`src/core/mcsc_pkg.sv`:
```
// constants shared by the sample clock and multichip sync control block
// assumes a single 125 MHz clock and a plain one-cycle register port
package mcsc_pkg;

  localparam int unsigned ADDR_W    = 8;
  localparam int unsigned DATA_W    = 16;

  // register indexes; the byte address is four times the index
  localparam logic [5:0] CFG_IDX    = 6'h00;
  localparam logic [5:0] SYNC_IDX   = 6'h0E;
  localparam logic [5:0] STAT_IDX   = 6'h0F;
  localparam logic [7:0] CFG_ADDR   = {CFG_IDX, 2'b00};
  localparam logic [7:0] SYNC_ADDR  = {SYNC_IDX, 2'b00};
  localparam logic [7:0] STAT_ADDR  = {STAT_IDX, 2'b00};

  // field positions
  localparam int unsigned QSEL_BIT  = 6;
  localparam int unsigned SEC_BIT   = 0;
  localparam int unsigned REFO_BIT  = 1;
  localparam int unsigned ASEN_BIT  = 2;
  localparam int unsigned RDLY_LSB  = 7;
  localparam int unsigned RDLY_W    = 9;

  // values after reset
  localparam logic [15:0] CFG_RST   = 16'h0000;
  localparam logic [15:0] SYNC_RST  = 16'h0000;

  // divider: output data clock and reference clock taps
  localparam int unsigned DIV_W     = 4;
  localparam int unsigned DCLK_BIT  = 1;
  localparam int unsigned RC_BIT_SDR = 2;
  localparam int unsigned RC_BIT_DES = 3;
  localparam logic [3:0]  DIV_RST   = 4'h0;

  typedef enum logic [1:0] {
    SYNC_OFF  = 2'b00,
    SYNC_WAIT = 2'b01,
    SYNC_LOCK = 2'b10
  } mcsc_sync_e;

endpackage : mcsc_pkg

```
`src/core/mcsc_ref_delay.sv`:
```
// programmable delay line for the incoming reference clock edge
// assumes i_edge is a one-cycle pulse already in the i_mclk domain
`timescale 1ns/1ps
module mcsc_ref_delay #(
  parameter int unsigned SEL_W = 9
) (
  input  wire logic             i_mclk,
  input  wire logic             i_rst,
  input  wire logic             i_edge,
  input  wire logic [SEL_W-1:0] i_delay,
  output logic                  o_edge
);
  localparam int unsigned DEPTH = 1 << SEL_W;

  logic [DEPTH-1:0] line_r;
  logic [DEPTH-1:0] line_nxt;
  logic             edge_r;
  logic             edge_nxt;

  always_comb
  begin
    line_nxt = {line_r[DEPTH-2:0], i_edge};
    // zero delay taps the input itself; every tap adds the same output stage
    edge_nxt = (i_delay == '0) ? i_edge : line_r[i_delay - 1'b1];
  end

  always_ff @(posedge i_mclk)
  begin
    if (i_rst)
    begin
      line_r <= '0;
      edge_r <= 1'b0;
    end
    else
    begin
      line_r <= line_nxt;
      edge_r <= edge_nxt;
    end
  end

  assign o_edge = edge_r;

endmodule : mcsc_ref_delay

```
`src/core/mcsc_clock_sync.sv`:
```
// sample clock edge selection, output clock reset and multichip alignment
// assumes all pins are asynchronous to i_mclk; registers sit on a plain port
// Function
// - non-dual-edge: sample inputs on rising edges only
// - dual-edge: sample selected input on both edges
// - reset pulse resets both output data clocks
// - I and Q data clocks stay in phase
// - secondary with sync active aligns divider to reference
// - extended control delays reference by delay field
// - reference outputs driven only when enable set
// - reference rate depends only on mode
// - grounded common-mode pin selects AC coupling
// - high bandgap pin selects higher LVDS level
// - dual-edge input is I unless select bit
//
// Added by the designer: the strobed register port.
`timescale 1ns/1ps
module mcsc_clock_sync (
  input  wire logic                        i_mclk,
  input  wire logic                        i_rst,
  input  wire logic [mcsc_pkg::ADDR_W-1:0] i_addr,
  input  wire logic [mcsc_pkg::DATA_W-1:0] i_wdata,
  input  wire logic                        i_we,
  input  wire logic                        i_re,
  output logic      [mcsc_pkg::DATA_W-1:0] o_rdata,
  input  wire logic                        i_dual_edge_mode,
  input  wire logic                        i_extended_control_mode,
  input  wire logic                        i_power_down_i,
  input  wire logic                        i_power_down_q,
  input  wire logic                        i_output_clock_reset_in,
  input  wire logic                        i_sync_reference_clock_in,
  input  wire logic                        i_common_mode_pin,
  input  wire logic                        i_bandgap_level_select_pin,
  output logic                             o_sample_i_rise,
  output logic                             o_sample_q_rise,
  output logic                             o_sample_fall,
  output logic                             o_sample_q_sel,
  output logic                             o_i_channel_output_clock,
  output logic                             o_q_channel_output_clock,
  output logic                             o_sync_reference_clock_out_a,
  output logic                             o_sync_reference_clock_out_b,
  output logic                             o_ac_coupled,
  output logic                             o_common_mode_drive,
  output logic                             o_common_mode_oe_n,
  output logic                             o_lvds_cm_high
);

  // pin synchronisers; stage one is read only by stage two
  logic [7:0] meta_r;
  logic [7:0] sync_r;
  logic       des_s;
  logic       xctl_s;
  logic       pdi_s;
  logic       pdq_s;
  logic       ocr_s;
  logic       ref_s;
  logic       cm_s;
  logic       bg_s;

  always_ff @(posedge i_mclk)
  begin
    if (i_rst)
    begin
      meta_r <= 8'h00;
      sync_r <= 8'h00;
    end
    else
    begin
      meta_r <= {i_bandgap_level_select_pin, i_common_mode_pin,
                 i_sync_reference_clock_in, i_output_clock_reset_in,
                 i_power_down_q, i_power_down_i,
                 i_extended_control_mode, i_dual_edge_mode};
      sync_r <= meta_r;
    end
  end

  assign des_s = sync_r[0];
  assign xctl_s = sync_r[1];
  assign pdi_s = sync_r[2];
  assign pdq_s = sync_r[3];
  assign ocr_s = sync_r[4];
  assign ref_s = sync_r[5];
  assign cm_s  = sync_r[6];
  assign bg_s  = sync_r[7];

  // registers
  logic [15:0]                 cfg_r;
  logic [15:0]                 cfg_nxt;
  logic [15:0]                 ctl_r;
  logic [15:0]                 ctl_nxt;
  logic [mcsc_pkg::DATA_W-1:0] rdata_r;
  logic [mcsc_pkg::DATA_W-1:0] rdata_nxt;
  mcsc_pkg::mcsc_sync_e        st_r;
  mcsc_pkg::mcsc_sync_e        st_nxt;

  // effective controls: outside extended control the pin defaults apply
  logic                        qsel_eff;
  logic                        refo_eff;
  logic                        sec_eff;
  logic [mcsc_pkg::RDLY_W-1:0] dly_eff;

  always_comb
  begin
    qsel_eff = xctl_s & cfg_r[mcsc_pkg::QSEL_BIT];
    refo_eff = xctl_s & ctl_r[mcsc_pkg::REFO_BIT];
    sec_eff  = xctl_s & ctl_r[mcsc_pkg::SEC_BIT] & ctl_r[mcsc_pkg::ASEN_BIT];
    dly_eff  = xctl_s ? ctl_r[mcsc_pkg::RDLY_LSB +: mcsc_pkg::RDLY_W]
                      : '0;
  end

  // reference edge and output clock reset edge detection on synced levels
  logic ref_d_r;
  logic ocr_d_r;
  logic ref_edge;
  logic ocr_edge;
  logic ref_dly_edge;

  always_ff @(posedge i_mclk)
  begin
    if (i_rst)
    begin
      ref_d_r <= 1'b0;
      ocr_d_r <= 1'b0;
    end
    else
    begin
      ref_d_r <= ref_s;
      ocr_d_r <= ocr_s;
    end
  end

  assign ref_edge = ref_s & ~ref_d_r;
  // the pulse passes the same two-stage synchroniser as every other pin
  assign ocr_edge = ocr_s & ~ocr_d_r;

  mcsc_ref_delay #(
    .SEL_W (mcsc_pkg::RDLY_W)
  ) u_delay (
    .i_mclk  (i_mclk),
    .i_rst   (i_rst),
    .i_edge  (ref_edge),
    .i_delay (dly_eff),
    .o_edge  (ref_dly_edge)
  );

  // divider shared by both data clocks and the reference outputs
  logic [mcsc_pkg::DIV_W-1:0] div_r;
  logic [mcsc_pkg::DIV_W-1:0] div_nxt;
  logic                       align;

  always_comb
  begin
    align   = sec_eff & ref_dly_edge;
    div_nxt = div_r + 1'b1;
    if (ocr_edge)
      div_nxt = mcsc_pkg::DIV_RST;
    else if (align)
      div_nxt = mcsc_pkg::DIV_RST;
  end

  // alignment state, visible in the status register
  always_comb
  begin
    st_nxt = st_r;
    case (st_r)
      mcsc_pkg::SYNC_OFF:
        if (sec_eff)
          st_nxt = mcsc_pkg::SYNC_WAIT;
      mcsc_pkg::SYNC_WAIT:
        if (!sec_eff)
          st_nxt = mcsc_pkg::SYNC_OFF;
        else if (align)
          st_nxt = mcsc_pkg::SYNC_LOCK;
      mcsc_pkg::SYNC_LOCK:
        if (!sec_eff)
          st_nxt = mcsc_pkg::SYNC_OFF;
      default:
        st_nxt = mcsc_pkg::SYNC_OFF;
    endcase
  end

  // register port; reads answer one cycle later, unmapped reads give zero
  always_comb
  begin
    cfg_nxt   = cfg_r;
    ctl_nxt   = ctl_r;
    rdata_nxt = '0;
    if (i_we)
    begin
      case (i_addr)
        mcsc_pkg::CFG_ADDR:  cfg_nxt = i_wdata;
        mcsc_pkg::SYNC_ADDR: ctl_nxt = i_wdata;
        default:             ;
      endcase
    end
    if (i_re)
    begin
      case (i_addr)
        mcsc_pkg::CFG_ADDR:  rdata_nxt = cfg_r;
        mcsc_pkg::SYNC_ADDR: rdata_nxt = ctl_r;
        mcsc_pkg::STAT_ADDR: rdata_nxt = {8'h00, st_r, xctl_s, des_s,
                                          pdq_s, pdi_s, cm_s, bg_s};
        default:             rdata_nxt = '0;
      endcase
    end
  end

  // sampling strobes and output clocks
  logic out_sir_nxt;
  logic out_sqr_nxt;
  logic out_sf_nxt;
  logic out_qs_nxt;
  logic out_ci_nxt;
  logic out_cq_nxt;
  logic out_ra_nxt;
  logic out_rb_nxt;
  logic rc_tap;

  always_comb
  begin
    // one rising strobe per channel, or one input on both edges
    out_sir_nxt = des_s ? ~qsel_eff : ~pdi_s;
    out_sqr_nxt = des_s ? qsel_eff : ~pdq_s;
    out_sf_nxt  = des_s;
    out_qs_nxt  = des_s & qsel_eff;
    // both data clocks come from one counter bit, so they cannot drift
    out_ci_nxt  = div_nxt[mcsc_pkg::DCLK_BIT] & ~pdi_s;
    out_cq_nxt  = div_nxt[mcsc_pkg::DCLK_BIT] & ~pdq_s;
    // tap depends on mode only, never on primary or secondary role
    rc_tap      = des_s ? div_nxt[mcsc_pkg::RC_BIT_DES]
                        : div_nxt[mcsc_pkg::RC_BIT_SDR];
    out_ra_nxt  = refo_eff & rc_tap;
    out_rb_nxt  = refo_eff & rc_tap;
  end

  always_ff @(posedge i_mclk)
  begin
    if (i_rst)
    begin
      cfg_r                        <= mcsc_pkg::CFG_RST;
      ctl_r                        <= mcsc_pkg::SYNC_RST;
      rdata_r                      <= '0;
      st_r                         <= mcsc_pkg::SYNC_OFF;
      div_r                        <= mcsc_pkg::DIV_RST;
      o_sample_i_rise              <= 1'b0;
      o_sample_q_rise              <= 1'b0;
      o_sample_fall                <= 1'b0;
      o_sample_q_sel               <= 1'b0;
      o_i_channel_output_clock     <= 1'b0;
      o_q_channel_output_clock     <= 1'b0;
      o_sync_reference_clock_out_a <= 1'b0;
      o_sync_reference_clock_out_b <= 1'b0;
      o_ac_coupled                 <= 1'b1;
      o_common_mode_drive          <= 1'b0;
      o_common_mode_oe_n           <= 1'b1;
      o_lvds_cm_high               <= 1'b0;
    end
    else
    begin
      cfg_r                        <= cfg_nxt;
      ctl_r                        <= ctl_nxt;
      rdata_r                      <= rdata_nxt;
      st_r                         <= st_nxt;
      div_r                        <= div_nxt;
      o_sample_i_rise              <= out_sir_nxt;
      o_sample_q_rise              <= out_sqr_nxt;
      o_sample_fall                <= out_sf_nxt;
      o_sample_q_sel               <= out_qs_nxt;
      o_i_channel_output_clock     <= out_ci_nxt;
      o_q_channel_output_clock     <= out_cq_nxt;
      o_sync_reference_clock_out_a <= out_ra_nxt;
      o_sync_reference_clock_out_b <= out_rb_nxt;
      // grounded pin means AC coupling; else drive the common-mode level
      o_ac_coupled                 <= ~cm_s;
      o_common_mode_drive          <= cm_s;
      o_common_mode_oe_n           <= ~cm_s;
      o_lvds_cm_high               <= bg_s;
    end
  end

  assign o_rdata = rdata_r;

  // checks
  property p_rise_only;
    @(posedge i_mclk) disable iff (i_rst)
      !des_s |=> !o_sample_fall && !o_sample_q_sel;
  endproperty
  a_rise_only: assert property (p_rise_only) else $error("fall strobe outside dual-edge");

  property p_des_both;
    @(posedge i_mclk) disable iff (i_rst)
      des_s |=> o_sample_fall && (o_sample_i_rise != o_sample_q_rise);
  endproperty
  a_des_both: assert property (p_des_both) else $error("dual-edge strobes wrong");

  property p_ocr_reset;
    @(posedge i_mclk) disable iff (i_rst)
      ocr_edge |=> div_r == mcsc_pkg::DIV_RST && !o_i_channel_output_clock;
  endproperty
  a_ocr_reset: assert property (p_ocr_reset) else $error("data clock not reset");

  property p_iq_phase;
    @(posedge i_mclk) disable iff (i_rst)
      !pdi_s && !pdq_s |=> o_i_channel_output_clock == o_q_channel_output_clock;
  endproperty
  a_iq_phase: assert property (p_iq_phase) else $error("I and Q data clocks apart");

  property p_align;
    @(posedge i_mclk) disable iff (i_rst)
      sec_eff && ref_dly_edge && !ocr_edge |=> div_r == mcsc_pkg::DIV_RST ##1 div_r == 4'h1;
  endproperty
  a_align: assert property (p_align) else $error("divider not aligned");

  property p_delay;
    @(posedge i_mclk) disable iff (i_rst)
      xctl_s && ref_edge && dly_eff == '0 |=> ref_dly_edge;
  endproperty
  a_delay: assert property (p_delay) else $error("delay not taken from field");

  property p_ref_off;
    @(posedge i_mclk) disable iff (i_rst)
      !refo_eff |=> !o_sync_reference_clock_out_a && !o_sync_reference_clock_out_b;
  endproperty
  a_ref_off: assert property (p_ref_off) else $error("reference out while disabled");

  property p_ref_rate;
    @(posedge i_mclk) disable iff (i_rst)
      refo_eff && des_s && !ocr_edge && !align |=>
        o_sync_reference_clock_out_a == div_r[mcsc_pkg::RC_BIT_DES];
  endproperty
  a_ref_rate: assert property (p_ref_rate) else $error("reference rate wrong");

  property p_coupling;
    @(posedge i_mclk) disable iff (i_rst)
      !cm_s ##1 !cm_s |-> o_ac_coupled && o_common_mode_oe_n;
  endproperty
  a_coupling: assert property (p_coupling) else $error("coupling mode wrong");

  property p_lvds;
    @(posedge i_mclk) disable iff (i_rst)
      bg_s |=> o_lvds_cm_high;
  endproperty
  a_lvds: assert property (p_lvds) else $error("LVDS level not raised");

  property p_dual_i;
    @(posedge i_mclk) disable iff (i_rst)
      des_s && !xctl_s |=> o_sample_i_rise && !o_sample_q_rise;
  endproperty
  a_dual_i: assert property (p_dual_i) else $error("dual-edge input not I");

  property p_default;
    @(posedge i_mclk) disable iff (i_rst)
      !xctl_s |=> !o_sync_reference_clock_out_a && !o_sample_q_sel && st_r == mcsc_pkg::SYNC_OFF;
  endproperty
  a_default: assert property (p_default) else $error("fields act outside ext control");

endmodule : mcsc_clock_sync

```
`config.mk`:
```
export PLATFORM = sky130hd
export DESIGN_NAME = mcsc_clock_sync
export DESIGN_NICKNAME = d
export VERILOG_FILES = /design/src/core/mcsc_pkg.sv /design/src/core/mcsc_ref_delay.sv /design/src/core/mcsc_clock_sync.sv
export SDC_FILE = /design/constraint.sdc
export NUM_CORES = 1
export LEC_CHECK = 0
export ABC_AREA = 1
export BUFFER_PORTS_ARGS = -buffer_cell sky130_fd_sc_hd__clkbuf_2
export CORE_MARGIN = 2
export CORE_UTILIZATION = 38
export DETAILED_ROUTE_END_ITERATION = 8
export PLACE_DENSITY_LB_ADDON = 0.15
export SYNTH_ARGS = -nofsm -noshare
export SYNTH_HDL_FRONTEND = slang
export SYNTH_HIERARCHICAL = 1
export SYNTH_SLANG_ARGS = --single-unit
```
`constraint.sdc`:
```
create_clock -name i_mclk -period 6.2 [get_ports i_mclk]
set_clock_uncertainty 0.05 [all_clocks]
set_input_delay 0 -clock i_mclk [delete_from_list [all_inputs] [get_ports i_mclk]]
set_output_delay 0 -clock i_mclk [all_outputs]
set_load 0.01 [all_outputs]
```
==> metrics.json, run 1 <==
{
  "cts_tree": {"value": "done"},
  "post_synth.cell_area_avg": {"value": 7.30, "unit": "sq um"},
  "worst_path_cell_trace": {"value": "nand2_1, inv_8, inv_4, buf_4, nand2_2, xor2_4, buf_4, nand3_1, nand3_1, nand3_1, nand3_1, nand3_1, nand3_1, nand3_1, nand2_1"},
  "setup_violations": {"value": 0},
  "grt.met2_usage": {"value": 29.3, "unit": "%"},
  "class_of_the_tightest_hold_or_removal_check": {"value": "primary input to flip-flop"},
  "drt_wl_total": {"value": 53500, "unit": "um"},
  "path_buf_inv": {"value": 4},
  "yosysUniqueCellTypes": {"value": 31},
  "clk-insertion-delay-late": {"value": 0.59, "unit": "ns"},
  "dp_cells": {"value": 3793},
  "timing_worst_slew_pin_value": {"value": 1.06, "unit": "ns"},
  "gr_usage_total": {"value": 17.3, "unit": "%"},
  "timing.critical_path.required": {"value": 6.68, "unit": "ns"},
  "maxCapViolations": {"value": 0},
  "rsz0062_at_grt": {"value": "false"},
  "core.rowCount": {"value": 89},
  "core_area": {"value": 59200, "unit": "sq um"},
  "setup.worst_path.end_class": {"value": "flip-flop"},
  "cts.reportedPaths.clkPinSlew": {"value": 0.06, "unit": "ns"},
  "syn-num-nets": {"value": 3164},
  "clockRootBuffer": {"value": "sky130_fd_sc_hd__clkbuf_16"},
  "route.detailed.wl_per_inst": {"value": 13.5, "unit": "um"},
  "grt-busiest-layer": {"value": "met2"},
  "antenna_cells": {"value": 0},
  "worstHoldPathCells": {"value": 6},
  "critical_path.top_delay_family": {"value": "simple AND/OR/NAND/NOR gates"},
  "post_synth_inst_count": {"value": 3125},
  "min_from": {"value": "i_wdata[4]"},
  "die_width": {"value": 249, "unit": "um"},
  "worstSetupPathDepth": {"value": 15},
  "dpl.hpwl": {"value": 29400, "unit": "um"},
  "antenna_found_initial": {"value": 0},
  "antenna_violating_nets_post_route": {"value": 0},
  "ir_drop": {"value": 0.213, "unit": "mV"},
  "grt.met1_usage": {"value": 22.4, "unit": "%"},
  "ff2ff_path_depth": {"value": 15},
  "non_filler_cells_final": {"value": 3953},
  "final.min_clock_period": {"value": 4.34, "unit": "ns"},
  "routabilityCongestion": {"value": 0.763},
  "clock_tree.htree_level_count": {"value": 3},
  "first_global_vias": {"value": 17784},
  "cp_slowest_stage_delay": {"value": 0.60, "unit": "ns"},
  "floorplan.initialDensity": {"value": 38.5, "unit": "%"},
  "drc_errors": {"value": 0},
  "cellLeakagePower": {"value": 10.4, "unit": "nW"},
  "floorplan.io_pins": {"value": 64},
  "max-slew-margin-rel": {"value": 29.4, "unit": "%"},
  "grt_remaining_overflow": {"value": 0},
  "cp-startpoint": {"value": "sync_r[1]"},
  "synth.ff_latch_count": {"value": 595},
  "post_route_cells_drive_above_1_share": {"value": 6.07, "unit": "%"},
  "cts.sink_count": {"value": 595},
  "worstPathMaxFanout": {"value": 105},
  "crit-reg2reg-launch": {"value": "sync_r[1]"},
  "ctsLongestPathBuffers": {"value": 3},
  "yosysWarningCount": {"value": 6},
  "postCtsSetupBuffers": {"value": 0},
  "nNetsFinal": {"value": 3175},
  "hold_violations": {"value": 0},
  "synthesis.area": {"value": 22800, "unit": "sq um"},
  "final.period_utilization": {"value": 70.0, "unit": "%"},
  "worst_path_most_repeated_cell": {"value": "sky130_fd_sc_hd__nand3_1"},
  "crit_arrival": {"value": 4.82, "unit": "ns"},
  "die_h": {"value": 249, "unit": "um"},
  "buffer_ports.inserted": {"value": 63},
  "drtIter0Drc": {"value": 1082},
  "seq_area_frac_synth": {"value": 52.2, "unit": "%"},
  "use_met3": {"value": 2.66, "unit": "%"},
  "drt-pass1-iter-count": {"value": 6},
  "cp_startpoint_kind": {"value": "flip-flop"},
  "max_freq": {"value": 0.230, "unit": "GHz"},
  "final_max_slew_viol_count": {"value": 0},
  "outcome": {"value": "finished, final reports clean"},
  "worstSetupPathType": {"value": "flip-flop to flip-flop"},
  "cts_made_buffers": {"value": 66},
  "timing.setup.tns": {"value": 0, "unit": "ns"},
  "grt_start_max_net_pins": {"value": 237},
  "global_route_wire_length_before_repair": {"value": 88900, "unit": "um"},
  "area_growth_syn_to_layout": {"value": 14.3, "unit": "%"},
  "power-per-cell-area": {"value": 300, "unit": "nW/um^2"},
  "total_die_area": {"value": 62000, "unit": "sq um"},
  "critical-path-slowest-cell": {"value": "sky130_fd_sc_hd__dfxtp_1"},
  "detail_route.vias_per_cell": {"value": 4.61},
  "dr_total_vias": {"value": 18235}
}
-- final timing paths --
path	endpoint	slack, ns
worst max register to register	u_delay/o_edge	1.86
worst min register to register	sync_r[5]	0.35
worst min-delay path	cfg_r[4]	0.24
worst max-delay path	u_delay/o_edge	1.86
-- metal layers --
metal  part of all wire, %  up-vias
li1                      -     9421
met1                    47     8393
met2                    46      329
met3                   4.1       92
met4                   2.5        0
met5                     0        -
-- area by class of cell --
cell class                      count  area [sq um]
Fill cell                        6054         33200
Multi-Input combinational cell   1716          7710
Clock buffer                      100          1960
Timing Repair Buffer              128          1000
Tap cell                          773           967
Inverter                          629          2370
Sequential cell                   595         11900
Clock inverter                     12           164
-- state kept, by name, summed over array words and instances (netlist names), 2 cells and up --
| register | flops |
|---|---|
| cfg_r | 16 |
| ctl_r | 16 |
| st_r | 2 |
| o_rdata | 16 |
| div_r | 4 |
| u_delay/line_r | 512 |
| meta_r | 8 |
| sync_r | 8 |
-- cells by family (layout without fill, tap and decap cells) --
| group | Yosys count | in the layout | share of synthesized area [%] |
|---|---|---|---|
| simple gates | 1482 | 1482 | 26.9 |
| fa+ha+maj | 3 | 3 | 0.164 |
| buf+inv | 814 | 869 | 14.2 |
| xor+xnor | 9 | 9 | 0.576 |
| flops | 595 | 595 | 52.2 |
| compound gates | 222 | 222 | 5.98 |
-- power breakdown --
group | internal [mW] | total, mW | switching, mW
clock network | 2.33 | 3.85 | 1.52
registers | 3.83 | 3.84 | 0.00621
logic | 0.0433 | 0.140 | 0.0963
total | 6.21 | 7.83 | 1.62
-- repair_timing --
| action | CTS | global route |
|---|---|---|
| resized for setup | 0 | 0 |
| endpoints found under the hold margin | 175 | 0 |
| hold buffers | 48 | 0 |
-- cells in the mapped netlist, drive strengths merged --
cell type	count	area, sq um
nor2	601	2280
ha	3	37.5
buf	94	542
nand2	463	1750
xor2	8	123
dfxtp	595	11900
clkbuf	91	342
a21oi	71	355
xnor2	1	8.76
nand3	411	2060
a211oi	1	7.51
and3	1	6.26
nor3	3	15.0
nand4	2	18.8
o21ai	51	255
or2	1	6.26
o211ai	98	736
inv	629	2360
o21bai	1	11.3
-- stage by stage --
| step | hold slack, ns | total power [mW] | setup WS, ns | cell area, sq um | util, % |
|---|---|---|---|---|---|
| 6_report | 0.237 | 7.83 | 1.86 | 26100 | 44.0 |
| 3_5_place_dp | 0.149 | 4.04 | 1.86 | 23500 | 39.6 |
| 5_1_grt | 0.276 | 8.12 | 1.57 | 26100 | 44.0 |
| 3_3_place_gp | 0.151 | 4.04 | 1.68 | 23500 | 39.6 |
| 2_1_floorplan | 0.0570 | 4.01 | 3.15 | 22800 | - |
| 4_1_cts | 0.205 | 7.96 | 1.85 | 26100 | 44.0 |
-- tightest hold or removal path: cells and delay by family --
| kind | cells | cell delay [ns] |
|---|---|---|
| simple gates | 3 | 0.19 |
| buf+inv | 3 | 0.66 |
-- cell usage in the layout (no fill, tap or decap), types with 4 or more instances in the layout --
master                          Yosys  layout
sky130_fd_sc_hd__dfxtp_1          595     595
sky130_fd_sc_hd__clkbuf_8           0       7
sky130_fd_sc_hd__clkbuf_1          91      22
sky130_fd_sc_hd__nand2_2            2       4
sky130_fd_sc_hd__clkinv_2           0       7
sky130_fd_sc_hd__dlygate4sd3_1      0      48
sky130_fd_sc_hd__o211ai_1          98      98
sky130_fd_sc_hd__clkbuf_16          0      71
sky130_fd_sc_hd__o21ai_0           38      38
sky130_fd_sc_hd__xor2_4             2       4
sky130_fd_sc_hd__xor2_1             4       4
sky130_fd_sc_hd__inv_1            625     624
sky130_fd_sc_hd__nand3_1          411     411
sky130_fd_sc_hd__o21ai_1           13      13
sky130_fd_sc_hd__nor2_1           596     596
sky130_fd_sc_hd__bufinv_16          0       4
sky130_fd_sc_hd__nand2_1          460     458
sky130_fd_sc_hd__clkbuf_2           0      62
sky130_fd_sc_hd__buf_12             0       4
sky130_fd_sc_hd__buf_4              6      12
sky130_fd_sc_hd__a21oi_1           71      71
Power figures use the tool's default switching activity.
==> inputs of run 2 (changes only) <==
==> constraint.sdc (replaced) <==
create_clock -name i_mclk -period 3.8 [get_ports i_mclk]
set_clock_uncertainty 0.05 [all_clocks]
set_input_delay 0 -clock i_mclk [delete_from_list [all_inputs] [get_ports i_mclk]]
set_output_delay 0 -clock i_mclk [all_outputs]
set_load 0.01 [all_outputs]
==> metrics.json, run 2 (synthesized netlist as in run 1, its figures left out) <==
{
  "outcome": {"value": "finished, final reports clean"},
  "clock_tree.htree_level_count": {"value": 3, "change": "unchanged"},
  "max_freq": {"value": 0.312, "unit": "GHz"},
  "floorplan.io_pins": {"value": 64, "change": "unchanged"},
  "global_route_wire_length_before_repair": {"value": 88800, "unit": "um", "change": "-0.16%"},
  "cellLeakagePower": {"value": 10.5, "unit": "nW", "change": "+1.1%"},
  "dp_cells": {"value": 3801, "change": "+0.21%"},
  "die_width": {"value": 249, "unit": "um", "change": "unchanged"},
  "reported_net_switching_power": {"value": 2.64, "unit": "mW", "change": "+63%"},
  "power-per-cell-area": {"value": 489, "unit": "nW/um^2", "change": "+63%"},
  "cts_tree": {"value": "done"},
  "final.period_utilization": {"value": 84.3, "unit": "%"},
  "timing_worst_slew_pin_value": {"value": 1.07, "unit": "ns", "change": "+0.0104 ns"},
  "post_route_cells_drive_above_1_share": {"value": 6.49, "unit": "%", "change": "+0.42 points"},
  "clockRootBuffer": {"value": "sky130_fd_sc_hd__clkbuf_16"},
  "final_max_slew_viol_count": {"value": 0, "change": "unchanged"},
  "worstSetupPathType": {"value": "primary input to flip-flop"},
  "buffer_ports.inserted": {"value": 63, "change": "unchanged"},
  "first_global_vias": {"value": 17483, "change": "-1.7%"},
  "total_die_area": {"value": 62000, "unit": "sq um", "change": "unchanged"},
  "final.min_clock_period": {"value": 3.20, "unit": "ns"},
  "timing.critical_path.required": {"value": 4.24, "unit": "ns", "change": "-2.44 ns"},
  "die_h": {"value": 249, "unit": "um", "change": "unchanged"},
  "nNetsFinal": {"value": 3185, "change": "+0.31%"},
  "dpl.hpwl": {"value": 29600, "unit": "um", "change": "+0.85%"},
  "worstPathMaxFanout": {"value": 15, "change": "-86%"},
  "detail_route.vias_per_cell": {"value": 4.63, "change": "+0.34%"},
  "gr_usage_total": {"value": 17.4, "unit": "%", "change": "+0.10 points"},
  "floorplan.initialDensity": {"value": 38.5, "unit": "%", "change": "unchanged"},
  "nFillCells": {"value": 6016, "change": "-0.63%"},
  "most_common_library_cell_in_the_layout_ignoring_fill_and_taps": {"value": "sky130_fd_sc_hd__inv_1"},
  "crit_arrival": {"value": 3.64, "unit": "ns", "change": "-1.18 ns"},
  "drc_errors": {"value": 0, "change": "unchanged"},
  "drtIter0Drc": {"value": 1147, "change": "+6.0%"},
  "drt_wl_total": {"value": 53600, "unit": "um", "change": "+0.26%"},
  "setup_violations": {"value": 0, "change": "unchanged"},
  "cts.reportedPaths.clkPinSlew": {"value": 0.05, "unit": "ns", "change": "about the same"},
  "largest_register_ffs": {"value": 512, "change": "unchanged"},
  "hold_violations": {"value": 0, "change": "unchanged"},
  "area_growth_syn_to_layout": {"value": 15.3, "unit": "%"},
  "ir_drop": {"value": 0.357, "unit": "mV", "change": "+67%"},
  "drt-pass1-iter-count": {"value": 5, "change": "-1"},
  "routabilityCongestion": {"value": 0.749, "change": "-1.9%"},
  "core.rowCount": {"value": 89, "change": "unchanged"},
  "cts.sink_count": {"value": 595, "change": "unchanged"},
  "power.share.clock": {"value": 49.5, "unit": "%", "change": "+0.3 points"},
  "antenna_cells": {"value": 0, "change": "unchanged"},
  "clk-insertion-delay-late": {"value": 0.59, "unit": "ns", "change": "about the same"},
  "dr_total_vias": {"value": 18338, "change": "+0.56%"},
  "share_comb_of_total_power": {"value": 1.8, "unit": "%", "change": "about the same"},
  "setup.worst_path.end_class": {"value": "flip-flop"},
  "non_filler_cells_final": {"value": 3962, "change": "+0.23%"},
  "core_area": {"value": 59200, "unit": "sq um", "change": "unchanged"},
  "ctsLongestPathBuffers": {"value": 3, "change": "unchanged"},
  "grt_start_max_net_pins": {"value": 227, "change": "-4.2%"},
  "postCtsSetupBuffers": {"value": 0, "change": "unchanged"},
  "most_frequent_cells_in_the_layout": {"value": "sky130_fd_sc_hd__inv_1 (624), sky130_fd_sc_hd__nor2_1 (596), sky130_fd_sc_hd__dfxtp_1 (595), sky130_fd_sc_hd__nand2_1 (458), sky130_fd_sc_hd__nand3_1 (411)"},
  "cellInternalPower": {"value": 10.2, "unit": "mW", "change": "+64%"},
  "route.detailed.wl_per_inst": {"value": 13.5, "unit": "um", "change": "about the same"},
  "grt_remaining_overflow": {"value": 0, "change": "unchanged"},
  "part_of_the_total_power_dissipated_in_sequential_elements": {"value": 48.8, "unit": "%", "change": "-0.2 points"},
  "switching_share": {"value": 20.6, "unit": "%", "change": "-0.13 points"},
  "cts_made_buffers": {"value": 66, "change": "unchanged"},
  "antenna_violating_nets_post_route": {"value": 0, "change": "unchanged"},
  "cp_startpoint_kind": {"value": "primary input"},
  "maxCapViolations": {"value": 0, "change": "unchanged"},
  "timing.setup.tns": {"value": 0, "unit": "ns", "change": "unchanged"},
  "number_of_gates_given_a_new_drive_strength_after_cts": {"value": 0, "change": "unchanged"},
  "class_of_the_tightest_hold_or_removal_check": {"value": "primary input to flip-flop"},
  "regMostFlops": {"value": "u_delay/line_r"},
  "rsz0062_at_grt": {"value": "false"},
  "antenna_found_initial": {"value": 0, "change": "unchanged"},
  "max-slew-margin-rel": {"value": 28.7, "unit": "%", "change": "-0.69 points"}
}
run 2: changes by cell type in the layout (fill, tap and decap cells not counted), moves of 2 or more:
| cell | delta |
|---|---|
| sky130_fd_sc_hd__buf_12 | +9 |
| sky130_fd_sc_hd__clkbuf_8 | +8 |
| sky130_fd_sc_hd__clkbuf_1 | -7 |
| sky130_fd_sc_hd__dlygate4sd3_1 | +2 |
run 2: path summary, 6_finish.rpt:
check / slack (ns) / cells after the start / to / from
max: 0.60 / 11 / ctl_r[15] / i_addr[1]
max reg2reg: 0.77 / 16 / u_delay/o_edge / sync_r[1]
min: 0.23 / 6 / cfg_r[4] / i_wdata[4]
min reg2reg: 0.35 / 2 / sync_r[5] / meta_r[5]
run 2: what timing repair did:
item	CTS	global route
endpoints found under the hold margin	189	0
hold buffers	50	0
endpoints found under the setup margin	0	0
run 2: power by group through the flow:
| stage | clock network [mW] | logic, mW | registers (mW) |
|---|---|---|---|
| after floorplan | 0 | 0.134 | 6.40 |
| after global placement | 0 | 0.193 | 6.40 |
| after detailed placement | 0 | 0.196 | 6.40 |
| after CTS | 6.55 | 0.232 | 6.26 |
| after global routing | 6.79 | 0.256 | 6.26 |
| final | 6.36 | 0.229 | 6.27 |
run 2: per-stage QoR:
step	hold WS (ns)	utilization (%)	total power, mW	cell area [sq um]	setup WS [ns]
2_1_floorplan	0.0570	-	6.54	22800	0.755
3_3_place_gp	0.143	39.9	6.60	23600	0.742
3_5_place_dp	0.146	39.9	6.60	23600	0.739
4_1_cts	0.190	44.4	13.0	26300	0.664
5_1_grt	0.269	44.4	13.3	26300	0.415
6_report	0.232	44.4	12.9	26300	0.597
run 2: critical path, cell delays in order:
cell and delay [ns]:
sky130_fd_sc_hd__dlygate4sd3_1 0.55, sky130_fd_sc_hd__clkbuf_2 0.13, sky130_fd_sc_hd__nor2_2 0.11, sky130_fd_sc_hd__dlygate4sd3_1 0.57, sky130_fd_sc_hd__nand3_1 0.06, sky130_fd_sc_hd__dlygate4sd3_1 0.59
sky130_fd_sc_hd__nor2_4 0.32, sky130_fd_sc_hd__dlygate4sd3_1 1.00, sky130_fd_sc_hd__nand3_1 0.14, sky130_fd_sc_hd__nand2_1 0.10, sky130_fd_sc_hd__nor2_1 0.05
run 2: routing by layer:
layer	track usage, %	vias to the layer above	wire [um]
met5	0	-	0
met2	29.1	277	25000
met4	5.39	0	1380
li1	-	9434	-
met3	3.19	100	1990
met1	22.7	8527	25200
run 2: area by class of cell:
type	instances	area, sq um	share of cell area [%]
Clock inverter	10	129	0.490
Clock buffer	101	2040	7.75
Tap cell	773	967	3.68
Timing Repair Buffer	138	1180	4.47
Multi-Input combinational cell	1716	7710	29.3
Sequential cell	595	11900	45.3
Inverter	629	2370	9.02
